<file path="src/verilog/smc_cfg_pkg.sv">
// constants and types for the static memory timing configuration block
//
// Contract
// - capability bits 5..4 read 01, a 16-bit widest external data bus.
// - capability bits 3..2 give supported area count minus one; four areas here.
// - capability bits 1..0 read 11 whenever multiplexed bus mode is set.
// - command bits 25..23 pick area 0..3; codes 4..7 are never written.
// - command type bits 22..21 must be 10, meaning apply staged values.
// - staged timings do not touch accesses until the update command arrives.
// - staging bits 19..17 hold turnaround, one to seven clocks, zero forbidden.
// - staging bits 16..14 hold page cycle, ignored in multiplexed mode.
// - staging bits 13..11 hold write pulse, stretched one clock in multiplexed mode.
// - staging bits 10..8 hold output-enable delay, one to seven clocks.
// - staging bits 7..4 hold write cycle, three to fifteen clocks.
// - staging bits 3..0 hold read cycle, two to fifteen clocks.
// - all counts are in controller clock periods, half the system clock.
// - staged mode settings also take effect only on the update command.
// - mode register bit 0 selects multiplexed bus; not changed while active.
package smc_cfg_pkg;
  // ==========================================================
  // register byte offsets
  localparam logic [11:0] CAPABILITY_OFF = 12'h004;
  localparam logic [11:0] DIRECT_CMD_OFF = 12'h010;
  localparam logic [11:0] CYCLES_STAGE_OFF = 12'h014;
  localparam logic [11:0] OPMODE_STAGE_OFF = 12'h018;
  localparam logic [11:0] MODE_OFF = 12'h01C;

  // ==========================================================
  // capability fields
  localparam logic [1:0] CAP_WIDTH_16 = 2'h1;
  localparam logic [1:0] CAP_FOUR_AREAS = 2'h3;
  localparam logic [1:0] CAP_TYPE_SRAM_MUX = 2'h3;
  localparam logic [1:0] CAP_TYPE_OTHER = 2'h0;
  localparam int CAP_WIDTH_LSB = 4;
  localparam int CAP_CHIPS_LSB = 2;

  // ==========================================================
  // direct command fields
  localparam int CMD_CS_LSB = 23;
  localparam int CMD_TYPE_LSB = 21;
  localparam logic [1:0] CMD_UPDATE = 2'h2;
  localparam logic [2:0] CMD_CS_LAST = 3'h3;

  // ==========================================================
  // staging timing fields, width 20
  localparam int TURN_LSB = 17;
  localparam int PAGE_LSB = 14;
  localparam int WPULSE_LSB = 11;
  localparam int OEDLY_LSB = 8;
  localparam int WCYC_LSB = 4;
  localparam int RCYC_LSB = 0;
  localparam logic [19:0] CYCLES_MASK = 20'hFFFFF;
  localparam logic [19:0] CYCLES_RST = 20'h2B3C2;

  // ==========================================================
  // staging mode fields: latch enable bit 11, burst 5..3, width 1..0
  localparam logic [11:0] OPMODE_MASK = 12'h83B;
  localparam logic [11:0] OPMODE_RST = 12'h801;
  localparam logic MODE_RST = 1'b0;

  // bus handshake states
  typedef enum logic [1:0] {
    BUS_IDLE = 2'b01,
    BUS_ACK = 2'b10
  } bus_st_e;
endpackage

</file>
<file path="src/verilog/smc_timing_cfg.sv">
// register file and active timing store of the static memory controller
`timescale 1ns/1ps
`default_nettype none
module smc_timing_cfg (
  input wire logic clk_i,
  input wire logic rst_i,
  input wire logic wb_cyc_i,
  input wire logic wb_stb_i,
  input wire logic wb_we_i,
  input wire logic [11:0] wb_adr_i,
  input wire logic [3:0] wb_sel_i,
  input wire logic [31:0] wb_dat_i,
  output logic [31:0] wb_dat_o,
  output logic wb_ack_o,
  output logic mux_mode_o,
  output logic ctrl_clock_o,
  output logic update_done_o,
  output logic [3:0][19:0] area_cycles_o,
  output logic [3:0][11:0] area_opmode_o,
  output logic [3:0][3:0] write_pulse_count_o,
  output logic [3:0][2:0] page_cycle_count_o
);

  // ==========================================================
  // state
  typedef struct packed {
    smc_cfg_pkg::bus_st_e bus;
    logic [31:0] rdata;
    logic mux;
    logic ctrl_clock;
    logic upd;
    logic [19:0] stage_cycles;
    logic [11:0] stage_opmode;
    logic [3:0][19:0] act_cycles;
    logic [3:0][11:0] act_opmode;
    logic [3:0][3:0] eff_wp;
    logic [3:0][2:0] eff_pc;
  } state_s;

  state_s st;
  state_s next_st;

  // byte lane merge for a masked word
  function automatic logic [31:0] lanes(input logic [31:0] old, input logic [31:0] din,
                                        input logic [3:0] sel);
    logic [31:0] res;
    res = old;
    for (int b = 0; b < 4; b++) begin
      if (sel[b]) begin
        res[b*8 +: 8] = din[b*8 +: 8];
      end
    end
    return res;
  endfunction

  logic req;
  logic commit;
  logic hit_cap;
  logic hit_cmd;
  logic hit_cyc;
  logic hit_opm;
  logic hit_mode;
  logic [31:0] cmd_word;
  logic [2:0] cmd_cs;
  logic [1:0] cmd_kind;
  logic [31:0] cyc_merge;
  logic [31:0] opm_merge;

  // ==========================================================
  // decode; only the word index matters, low address bits ignored
  assign req = wb_cyc_i & wb_stb_i;
  assign hit_cap = wb_adr_i[11:2] == smc_cfg_pkg::CAPABILITY_OFF[11:2];
  assign hit_cmd = wb_adr_i[11:2] == smc_cfg_pkg::DIRECT_CMD_OFF[11:2];
  assign hit_cyc = wb_adr_i[11:2] == smc_cfg_pkg::CYCLES_STAGE_OFF[11:2];
  assign hit_opm = wb_adr_i[11:2] == smc_cfg_pkg::OPMODE_STAGE_OFF[11:2];
  assign hit_mode = wb_adr_i[11:2] == smc_cfg_pkg::MODE_OFF[11:2];
  // writes land on the edge where the master sees ack
  assign commit = req & wb_we_i & (st.bus == smc_cfg_pkg::BUS_ACK);
  assign cmd_word = lanes(32'h00000000, wb_dat_i, wb_sel_i);
  assign cmd_cs = cmd_word[smc_cfg_pkg::CMD_CS_LSB +: 3];
  assign cmd_kind = cmd_word[smc_cfg_pkg::CMD_TYPE_LSB +: 2];
  // lane-merged staging words, sliced and masked in the write logic below
  assign cyc_merge = lanes({12'h000, st.stage_cycles}, wb_dat_i, wb_sel_i);
  assign opm_merge = lanes({20'h00000, st.stage_opmode}, wb_dat_i, wb_sel_i);

  // ==========================================================
  // next state
  always_comb begin
    next_st = st;
    next_st.upd = 1'b0;
    // controller clock is half the system clock; counts are in its periods
    next_st.ctrl_clock = ~st.ctrl_clock;

    // bus handshake: ack one cycle after request, dropped the cycle after
    case (st.bus)
      smc_cfg_pkg::BUS_IDLE: begin
        if (req) begin
          next_st.bus = smc_cfg_pkg::BUS_ACK;
          next_st.rdata = 32'h00000000;
          if (hit_cap) begin
            // reserved high bits chosen to read zero
            next_st.rdata[smc_cfg_pkg::CAP_WIDTH_LSB +: 2] = smc_cfg_pkg::CAP_WIDTH_16;
            next_st.rdata[smc_cfg_pkg::CAP_CHIPS_LSB +: 2] = smc_cfg_pkg::CAP_FOUR_AREAS;
            next_st.rdata[1:0] = st.mux ? smc_cfg_pkg::CAP_TYPE_SRAM_MUX
                                        : smc_cfg_pkg::CAP_TYPE_OTHER;
          end else if (hit_mode) begin
            next_st.rdata[0] = st.mux;
          end
        end
      end
      smc_cfg_pkg::BUS_ACK: begin
        next_st.bus = smc_cfg_pkg::BUS_IDLE;
      end
      default: begin
        next_st.bus = smc_cfg_pkg::BUS_IDLE;
      end
    endcase

    // register writes; reserved bits are masked off
    if (commit) begin
      if (hit_cyc) begin
        // staging only; no active timing moves here
        next_st.stage_cycles = cyc_merge[19:0] & smc_cfg_pkg::CYCLES_MASK;
      end
      if (hit_opm) begin
        next_st.stage_opmode = opm_merge[11:0] & smc_cfg_pkg::OPMODE_MASK;
      end
      if (hit_mode && wb_sel_i[0]) begin
        // changing this while accesses run is the software's fault
        next_st.mux = wb_dat_i[0];
      end
      // unsupported areas and command kinds are dropped silently
      if (hit_cmd && cmd_kind == smc_cfg_pkg::CMD_UPDATE
          && cmd_cs <= smc_cfg_pkg::CMD_CS_LAST) begin
        next_st.act_cycles[cmd_cs[1:0]] = st.stage_cycles;
        next_st.act_opmode[cmd_cs[1:0]] = st.stage_opmode;
        next_st.upd = 1'b1;
      end
    end

    // derived per-area counts track both the active timings and the bus mode
    for (int a = 0; a < 4; a++) begin
      // one extra write pulse clock in multiplexed mode
      next_st.eff_wp[a] = {1'b0, next_st.act_cycles[a][smc_cfg_pkg::WPULSE_LSB +: 3]}
                          + {3'h0, next_st.mux};
      // no page access on the multiplexed bus
      next_st.eff_pc[a] = next_st.mux ? 3'h0
                          : next_st.act_cycles[a][smc_cfg_pkg::PAGE_LSB +: 3];
    end
  end

  // ==========================================================
  // state register
  always_ff @(posedge clk_i) begin
    if (rst_i) begin
      st.bus <= smc_cfg_pkg::BUS_IDLE;
      st.rdata <= 32'h00000000;
      st.mux <= smc_cfg_pkg::MODE_RST;
      st.ctrl_clock <= 1'b0;
      st.upd <= 1'b0;
      st.stage_cycles <= smc_cfg_pkg::CYCLES_RST;
      st.stage_opmode <= smc_cfg_pkg::OPMODE_RST;
      for (int a = 0; a < 4; a++) begin
        st.act_cycles[a] <= smc_cfg_pkg::CYCLES_RST;
        st.act_opmode[a] <= smc_cfg_pkg::OPMODE_RST;
        st.eff_wp[a] <= {1'b0, smc_cfg_pkg::CYCLES_RST[smc_cfg_pkg::WPULSE_LSB +: 3]};
        st.eff_pc[a] <= smc_cfg_pkg::CYCLES_RST[smc_cfg_pkg::PAGE_LSB +: 3];
      end
    end else begin
      st <= next_st;
    end
  end

  // ==========================================================
  // outputs, each straight from the state register
  assign wb_ack_o = st.bus[1]; // one-hot ack state bit
  assign wb_dat_o = st.rdata;
  assign mux_mode_o = st.mux;
  assign ctrl_clock_o = st.ctrl_clock;
  assign update_done_o = st.upd;
  // field positions of the active word follow the staging layout
  assign area_cycles_o = st.act_cycles;
  assign area_opmode_o = st.act_opmode;
  assign write_pulse_count_o = st.eff_wp;
  assign page_cycle_count_o = st.eff_pc;
endmodule
`default_nettype wire

</file>
<file path="config.mk">
export PLATFORM = sky130hd
export DESIGN_NAME = smc_timing_cfg
export DESIGN_NICKNAME = d
export VERILOG_FILES = /design/src/verilog/smc_cfg_pkg.sv /design/src/verilog/smc_timing_cfg.sv
export SDC_FILE = /design/constraint.sdc
export NUM_CORES = 1
export LEC_CHECK = 0
export ABC_AREA = 1
export BUFFER_PORTS_ARGS = -buffer_cell sky130_fd_sc_hd__buf_4
export CORE_AREA = 2 2 92 183
export CTS_BUF_LIST = sky130_fd_sc_hd__clkbuf_4
export DETAILED_ROUTE_END_ITERATION = 8
export DIE_AREA = 0 0 94 185
export PLACE_DENSITY = 0.77
export SYNTH_ARGS = -nofsm -noshare
export SYNTH_HDL_FRONTEND = slang
export SYNTH_SLANG_ARGS = --single-unit
export TNS_END_PERCENT = 10
</file>
<file path="constraint.sdc">
create_clock -name clk_i -period 2.2 [get_ports clk_i]
set_clock_uncertainty 0.15 [all_clocks]
set_input_delay 0.22 -clock clk_i [delete_from_list [all_inputs] [get_ports clk_i]]
set_output_delay 0.22 -clock clk_i [all_outputs]
set_load 0.05 [all_outputs]
</file>
==> Word-level counts from Yosys, hierarchy flattened <==
Cells that the tools add are included.
W data, S select, Z words.
{ "op_classes": {"bitwise_logic": 6, "muxes": 21, "eq_ne": 8, "n_addsub": 4, "order_cmp": 3, "n_reduce_logical": 14} }
{ "ops": {"columns": ["cell", "count"], "rows": [
  ["$mux W125", 2],
  ["$bwmux W80", 1],
  ["$bwmux W48", 1],
  ["$demux W20 S2", 1],
  ["$eq A10 B3 Y1 const B", 4],
  ["$demux W12 S2", 1],
  ["$mux W20", 1],
  ["$add A3 B1 Y4", 4],
  ["$reduce_and A3 Y1", 5],
  ["$mux W12", 1],
  ["$mux W2", 6],
  ["$eq A10 B1 Y1 const B", 1],
  ["$mux W8", 1],
  ["$reduce_or A2 Y1", 3],
  ["$mux W1", 5],
  ["$eq A2 B2 Y1 const B", 2],
  ["$logic_and A1 B1 Y1", 4],
  ["$mux W4", 1],
  ["$reduce_and A2 Y1", 2],
  ["$and A1 B1 Y1", 3],
  ["$le A3 B2 Y1 const B", 1],
  ["$lt A2 B3 Y1 const B", 1],
  ["$not A1 Y1", 3],
  ["$eq A2 B1 Y1 const B", 1],
  ["$ge A2 B1 Y1 const B", 1]
]} }
{ "totals": {"elab_cells": 90, "input_bits": 53, "reg_bits": 193, "out_inout_bits": 192} }

==> Longest topological paths before layout <==
Gate-level depths: netlist of run 1.
{ "logic_depth": {"depth_word": 9, "mapped_depth": 14, "mapped_depth_nobuf": 13} }

==> Worst setup path after synthesis of run 1 <==
No wires, ideal clock.
{ "synth_timing": {"path_kind": "reg-to-reg", "start": "register st (netlist bit wb_ack_o)", "end": "register st (netlist bit write_pulse_count_o[5])", "n_path_buf": 1, "period_less_slack_ps": 2638, "setup_ps": 123, "arrival_time_ps": 2365, "setup_slack_ps": -438, "stages_incl_launch_ff": 12, "required_ps": 1927, "cell_sequence": "dfxtp_1 > nand2_1 > nor2_4 > nand2_1 > nor2_4 > nand2_2 > buf_6 > nand2_1 > nand2_1 > ha_1 > ha_1 > or2_2"} }
{ "synth_lines": {"columns": ["item", "line", "source"], "rows": [
  ["from (decl)", "smc_timing_cfg.sv:40", "state_s st;"],
  ["from (signal assigned)", "smc_timing_cfg.sv:170", "st <= next_st;"]
]} }

==> qor.csv, run 1 <==
stage,metric,value,unit
global_routing,initial antenna violation count,1,
worst_setup_path,Crit path required time,2500,ps
sta,Tmin final,2140,ps
worst_setup_path,critical path class,flop to flop,
worst_setup_path,crit end category,flop,
run_status,status,finished clean,
cts,"Reg clk slew, reported paths",140,ps
layout,Post-Layout Cell Count,1219,
yosys,synthesized cell area,7430,sq um
cts,CTS H-tree depth,4,
placement,Placed Cells,1149,
yosys,Yosys Warn Count,0,
floorplan,IO Pins,245,
worst_setup_path,CP Data Arrival Time,2440,ps
yosys,"top cells by area, synth","dfxtp_1 (45%), buf_4 (19%), nand2_1 (7.1%), a21oi_1 (4.3%), o211ai_1 (4.0%)",
cts,CTS tree,built,
yosys,synthesized area per cell,8.18,sq um
cts,Sink Count,166,
yosys,Yosys cell types,29,
min_path,HP Class,input port to flop,
layout,synth-to-layout area growth,15.7,%
worst_setup_path,Worst R2R End,write_pulse_count_o[5],
worst_setup_path,slowest CP cell,dfxtp_1,
cts,Post-CTS Setup Repair Bufs,0,
yosys,Synth Area in Simple Gates,0.156,
global_routing,largest net degree at the start of global routing,86,
placement,Placed Area,7920,sq um
global_routing,total grt overflow,0,
yosys,fraction of registers with async set/reset,0,
min_path,Worst Hold Depth,6,
global_routing,gr usage total,0.200,
yosys,synth cell count leaders,"buf_4 (190), dfxtp_1 (166), nand2_1 (140)",
worst_setup_path,R2R cell count,11,
placement,dpl hpwl,12100,um
yosys,Post-synth EDFFs,0,
yosys,synthesis-stage register bit count,166,
yosys,register area share after synthesis,0.447,
yosys,top_reg_cell synth,dfxtp_1,
global_routing,first-pass GRT wire length,27500,um
job,# Max-Cap Violations,0,
floorplan,core area,16100,sq um
floorplan,die area,17400,sq um
pwr,PwrDens,614,nW/um^2
floorplan,Die Y,185,um
worst_setup_path,crit-path cells,"inv_1, nand2_4, nor2_4, nand2_2, nor2_4, nand2_2, nand2_2, nand2_1, ha_2, ha_1, or2_4",
pwr,static leakage,0.00421,uW
layout,Util after Layout,0.533,
worst_setup_path,Critical Path Start Type,flop,
placement,routability cong.,0.851,
sta,RSZ-0062 raised after global routing,true,
floorplan,Initial Util,0.461,
detailed_routing,DR WL/cell,14.3,um
sta,Fin. Hold Viols,0,
detailed_routing,drt drc,0,
layout,share of layout cells above drive strength 1,0.274,
worst_setup_path,Worst R2R Setup Slack,60,ps
layout,Storage cell area,3330,sq um
worst_setup_path,Buf/Inv on CP,1,
detailed_routing,DRT iter0 DRCs,241,
yosys,most frequent cell after synthesis,buf_4,
worst_setup_path,"CP delay by family, top",simple AND/OR/NAND/NOR gates,
layout,final instance area,8590,sq um
detailed_routing,Detail Route Antenna Nets,0,
worst_setup_path,CP max FO,9,
yosys,Compound-Gate Fraction of Synth Area,0.134,
cts,cts bufs inserted,17,
layout,NumNets Final,1060,
detailed_routing,Via density,4.77,
floorplan,Die X-Extent,94,um
yosys,Adder-Cell Fraction of Synth Area,0.0101,
floorplan,row cnt,66,
sta,"Slew Viols, Final",0,
yosys,leading area contributor after synthesis,dfxtp_1,
yosys,mux share of post-synthesis cell area,0,
cts,Clock Path Buffers,2,
pwr,peak supply drop,573,uV
sta,final setup violation count,0,
worst_setup_path,cell mode on critical path,nand2_2,
detailed_routing,WL final,17500,um
worst_setup_path,Max stage delay on crit path,330,ps
global_routing,vias in the first global route,5560,
layout,Fillers,1482,
placement,PortBufs,184,
worst_setup_path,Crit. Startpoint,st[223],
worst_setup_path,Critical Path Sink,write_pulse_count_o[5],
yosys,Yosys top cell area share,0.447,
sta,Total Neg Setup Slack,0,ps
sta,Fmax achieved,467,MHz
detailed_routing,vias after detailed routing,5810,
yosys,Cells after Synth,908,
worst_setup_path,reg2reg start,st[223],
layout,area of the multi-input gates,2460,sq um
yosys,XOR/XNOR Fraction of Synth Area,0,
cts,Clock Latency Late Sink,560,ps
cts,Clock Root Buffer,clkbuf_4,
yosys,largest family of logic cells by synthesized area,buffers and inverters,
sta,Final Cycle Share,0.973,
worst_setup_path,stages on the worst setup path,11,
detailed_routing,DR pass1 iterations,5,
[report_power, final]
part | internal (uW) | leakage (uW) | total [uW] | switching [uW]
Clock | 718 | 0.000150 | 1830 | 1120
Combinational | 112 | 0.00271 | 428 | 316
Sequential | 3010 | 0.00134 | 3010 | 3.20
[area by class of cell]
cell class,instances,area share
Sequential cell,166,0.387
Multi-Input combinational cell,495,0.286
Timing Repair Buffer,245,0.229
Inverter,76,0.0334
Tap cell,204,0.0297
Clock inverter,13,0.0172
Clock buffer,19,0.0166
Antenna cell,1,0.000291
[state kept, by name, summed over array words and instances (netlist names)]
signal / flops
area_cycles_o: 80
area_opmode_o: 24
ctrl_clock_o: 1
mux_mode_o: 1
page_cycle_count_o: 12
st: 27
update_done_o: 1
wb_ack_o: 1
wb_dat_o: 3
write_pulse_count_o: 16
[cell usage in the layout, fill, tap and decap left out, types with 3 or more instances in the layout]
| cell | synthesis | routed |
|---|---|---|
| clkinvlp_4 | 0 | 3 |
| clkbuf_4 | 0 | 19 |
| nand2_2 | 4 | 10 |
| buf_12 | 0 | 3 |
| o21ai_1 | 32 | 32 |
| ha_1 | 6 | 4 |
| conb_1 | 1 | 51 |
| nand2_1 | 140 | 133 |
| inv_1 | 73 | 72 |
| nor2_4 | 8 | 8 |
| or2_2 | 8 | 6 |
| o211ai_1 | 40 | 40 |
| dfxtp_1 | 166 | 165 |
| o21ai_0 | 37 | 37 |
| inv_6 | 0 | 3 |
| nand4_1 | 4 | 4 |
| a21oi_1 | 64 | 64 |
| buf_4 | 190 | 205 |
| dlygate4sd3_1 | 0 | 37 |
| nor2_1 | 56 | 55 |
| nand3_1 | 30 | 30 |
| nor3_1 | 5 | 5 |
[how the worst min path moves through the flow]
stage | from | to | slack (ps)
after floorplan | wb_dat_i[15] | st[183] | 180
after global placement | ctrl_clock_o | ctrl_clock_o | 260
after detailed placement | ctrl_clock_o | ctrl_clock_o | 270
after CTS | wb_sel_i[0] | st[156] | 6
after global routing | wb_sel_i[0] | st[156] | 100
final | wb_adr_i[10] | wb_dat_o[0] | 50
[stage by stage]
step | worst slack [ps] | power [uW] | hold slack [ps]
final | 59.3 | 5280 | 53.1
after global placement | 50.2 | 3450 | 260
after CTS | 66.6 | 5320 | 5.67
after floorplan | -10.9 | 3440 | 183
after global routing | -36.1 | 5460 | 101
after detailed placement | 4.03 | 3450 | 267
[worst register-to-register path, cell delays in order (launching register included)]
cell	delay [ps]
dfxtp_1	330
inv_1	100
nand2_4	70
nor2_4	230
nand2_2	100
nor2_4	170
nand2_2	80
nand2_2	60
nand2_1	50
ha_2	180
ha_1	290
or2_4	220
[layer usage]
metal | track usage | vias up | wire length (um)
met5 | 0 | - | 0
met1 | 0.244 | 2670 | 7260
li1 | - | 2875 | -
met2 | 0.345 | 242 | 8630
met4 | 0.0638 | 0 | 296
met3 | 0.0488 | 23 | 1260
[what timing repair did]
item / in CTS / in global routing
gates resized for setup: 0 / 3
hold endpoints to repair: 53 / 0
hold buffers: 38 / 0
setup endpoints to repair: 0 / 9
[cells by family after synthesis]
group           Yosys count
compound gates          177
fa+ha+maj                 6
buf+inv                 297
flops                   166
other cells               1
simple gates            261
Power figures use the tool's default switching activity.
==> run 2, diff against run 1 <==
- RECOVER_POWER: default -> 25
==> run 2 against run 1 <==
  * Combinational power barely moved
  * Worst hold slack worse by 7.6 ps
  * Flip-flop and latch count unchanged
  * Sequential power about the same
  * Worst setup slack better by 1.1 ps
  * Fmax about the same
  * Critical path depth unchanged
  * Clock power barely moved
  * Register-to-register slack about the same
  * Largest power group unchanged
  * Critical path type unchanged
  * Highest routed layer unchanged
==> qor.csv, run 2 (synthesis gave the netlist of run 1 again) <==
stage,metric,value,unit,change
detailed_routing,Via density,4.75,,-0.38%
floorplan,Initial Util,0.461,,unchanged
placement,PortBufs,184,,unchanged
detailed_routing,Detail Route Antenna Nets,0,,unchanged
pwr,combinational cell fraction of total power,0.081,,about the same
pwr,sw frac,0.272,,about the same
detailed_routing,WL final,17500,um,+0.33%
worst_setup_path,R2R cell count,11,,unchanged
sta,"Slew Viols, Final",0,,unchanged
detailed_routing,DRT iter0 DRCs,231,,-4.1%
detailed_routing,Max Used Layer,met4,,
pwr,NetSw,1440,uW,about the same
floorplan,row cnt,66,,unchanged
detailed_routing,wire length on met1,7370,um,+1.5%
pwr,Reg power frac,0.571,,about the same
pwr,peak supply drop,574,uV,+0.16%
cts,cts bufs inserted,17,,unchanged
cts,CTS tree,built,,
floorplan,Die X-Extent,94,um,unchanged
worst_setup_path,crit end category,flop,,
layout,"commonest non-fill, non-tap cell in the layout",dfxtp_1,,
detailed_routing,routed wl met2,8630,um,about the same
worst_setup_path,critical path class,flop to flop,,
sta,final setup violation count,0,,unchanged
min_path,Worst Hold Depth,6,,unchanged
worst_setup_path,CP Data Arrival Time,2430,ps,about the same
layout,NumNets Final,1060,,unchanged
cts,Clock Path Buffers,2,,unchanged
detailed_routing,DR WL/cell,14.4,um,+0.33%
sta,Final Cycle Share,0.973,,about the same
cts,"Reg clk slew, reported paths",140,ps,about the same
sta,RSZ-0062 raised after global routing,true,,
floorplan,Die Y,185,um,unchanged
floorplan,IO Pins,245,,unchanged
pwr,clock power share,0.348,,about the same
global_routing,gr usage total,0.200,,unchanged
min_path,HP Class,input port to flop,,
run_status,status,finished clean,,
worst_setup_path,Crit path required time,2490,ps,about the same
global_routing,largest net degree at the start of global routing,86,,unchanged
global_routing,first-pass GRT wire length,27500,um,unchanged
sta,Fmax achieved,467,MHz,about the same
cts,CTS H-tree depth,4,,unchanged
global_routing,initial antenna violation count,1,,unchanged
floorplan,die area,17400,sq um,unchanged
worst_setup_path,Critical Path Start Type,flop,,
worst_setup_path,CP max FO,9,,unchanged
cts,Clock Latency Late Sink,550,ps,about the same
placement,routability cong.,0.851,,unchanged
placement,Placed Cells,1149,,unchanged
sta,Rel. slew slack,0.553,,
sta,Total Neg Setup Slack,0,ps,unchanged
floorplan,core area,16100,sq um,unchanged
sta,Fin. Hold Viols,0,,unchanged
sta,worst slew pin tran,673,ps,
layout,share of layout cells above drive strength 1,0.205,,-0.0690
global_routing,vias in the first global route,5560,,unchanged
pwr,static leakage,0.00395,uW,-6.1%
layout,Util after Layout,0.517,,-0.0163
global_routing,total grt overflow,0,,unchanged
pwr,Pint,3840,uW,about the same
detailed_routing,vias after detailed routing,5788,,-0.38%
layout,max FFs per register,80,,unchanged
detailed_routing,DR pass1 iterations,5,,unchanged
detailed_routing,drt drc,0,,unchanged
cts,Sink Count,166,,unchanged
layout,"commonest cells after routing, fill and taps aside","dfxtp_1 (165), buf_4 (135), nand2_1 (133)",,
worst_setup_path,Worst R2R Setup Slack,60,ps,about the same
sta,Tmin final,2140,ps,-1.10 ps
placement,dpl hpwl,12100,um,unchanged
cts,Clock Root Buffer,clkbuf_4,,
detailed_routing,met3 routed WL,1230,um,-2.5%
layout,synth-to-layout area growth,12.1,%,
pwr,PwrDens,634,nW/um^2,+3.2%
layout,Post-Layout Cell Count,1219,,unchanged
cts,Post-CTS Setup Repair Bufs,0,,unchanged
job,# Max-Cap Violations,0,,unchanged
## run 2: cell count changes in the layout (fill, tap and decap cells not counted), sizes merged
cell | before | now
clkbuf | 19 | 89
buf | 208 | 138
## run 2: worst paths after layout
| path | startpoint | endpoint |
|---|---|---|
| worst max-delay path | st[223] | write_pulse_count_o[5] |
| worst max register to register | st[223] | write_pulse_count_o[5] |
| worst min-delay path | wb_adr_i[10] | wb_dat_o[0] |
| worst min register to register | ctrl_clock_o | ctrl_clock_o |
## run 2: repair_timing
action	4_1_cts	5_1_grt
resized for setup	0	3
endpoints found under the hold margin	53	0
setup endpoints to repair	0	9
hold buffers	38	0
## run 2: area by class of cell
cell class / instances / area (sq um)
clock buffer: 19 / 143
clock inverter: 13 / 148
tap: 204 / 255
timing repair buffer: 245 / 1710
sequential: 166 / 3330
inverter: 76 / 287
fill: 1560 / 7780
multi-input combinational: 495 / 2460
antenna: 1 / 2.50
## run 2: per-stage QoR
step                      hold slack [ps]  power (uW)  setup slack (ps)  instance area (sq um)
final                                45.5        5280              60.4                   8330
after global routing                  101        5460             -36.1                   8330
after CTS                            5.67        5320              66.6                   8590
after detailed placement              267        3450              4.03                   7920
after global placement                260        3450              50.2                   7920
after floorplan                       183        3440             -10.9                   7650
## run 2: worst max-delay path, cell delays in order, from the launching register on
cell	delay, ps
dfxtp_1	330
inv_1	100
nand2_4	70
nor2_4	230
nand2_2	100
nor2_4	160
nand2_2	80
nand2_2	60
nand2_1	50
ha_2	180
ha_1	290
or2_4	220
## run 2: metal layers
| metal | global-route usage | vias to the layer above |
|---|---|---|
| met5 | 0 | - |
| met4 | 0.0638 | 0 |
| met3 | 0.0488 | 21 |
| met2 | 0.345 | 217 |
| met1 | 0.244 | 2679 |
| li1 | - | 2871 |
## run 2: power groups by stage
stage                     combinational (uW)  clock, uW  sequential, uW
final                                    427       1840            3010
after global routing                     451       1990            3010
after CTS                                421       1890            3010
after detailed placement                 376          0            3080
after global placement                   373          0            3080
after floorplan                          350          0            3090
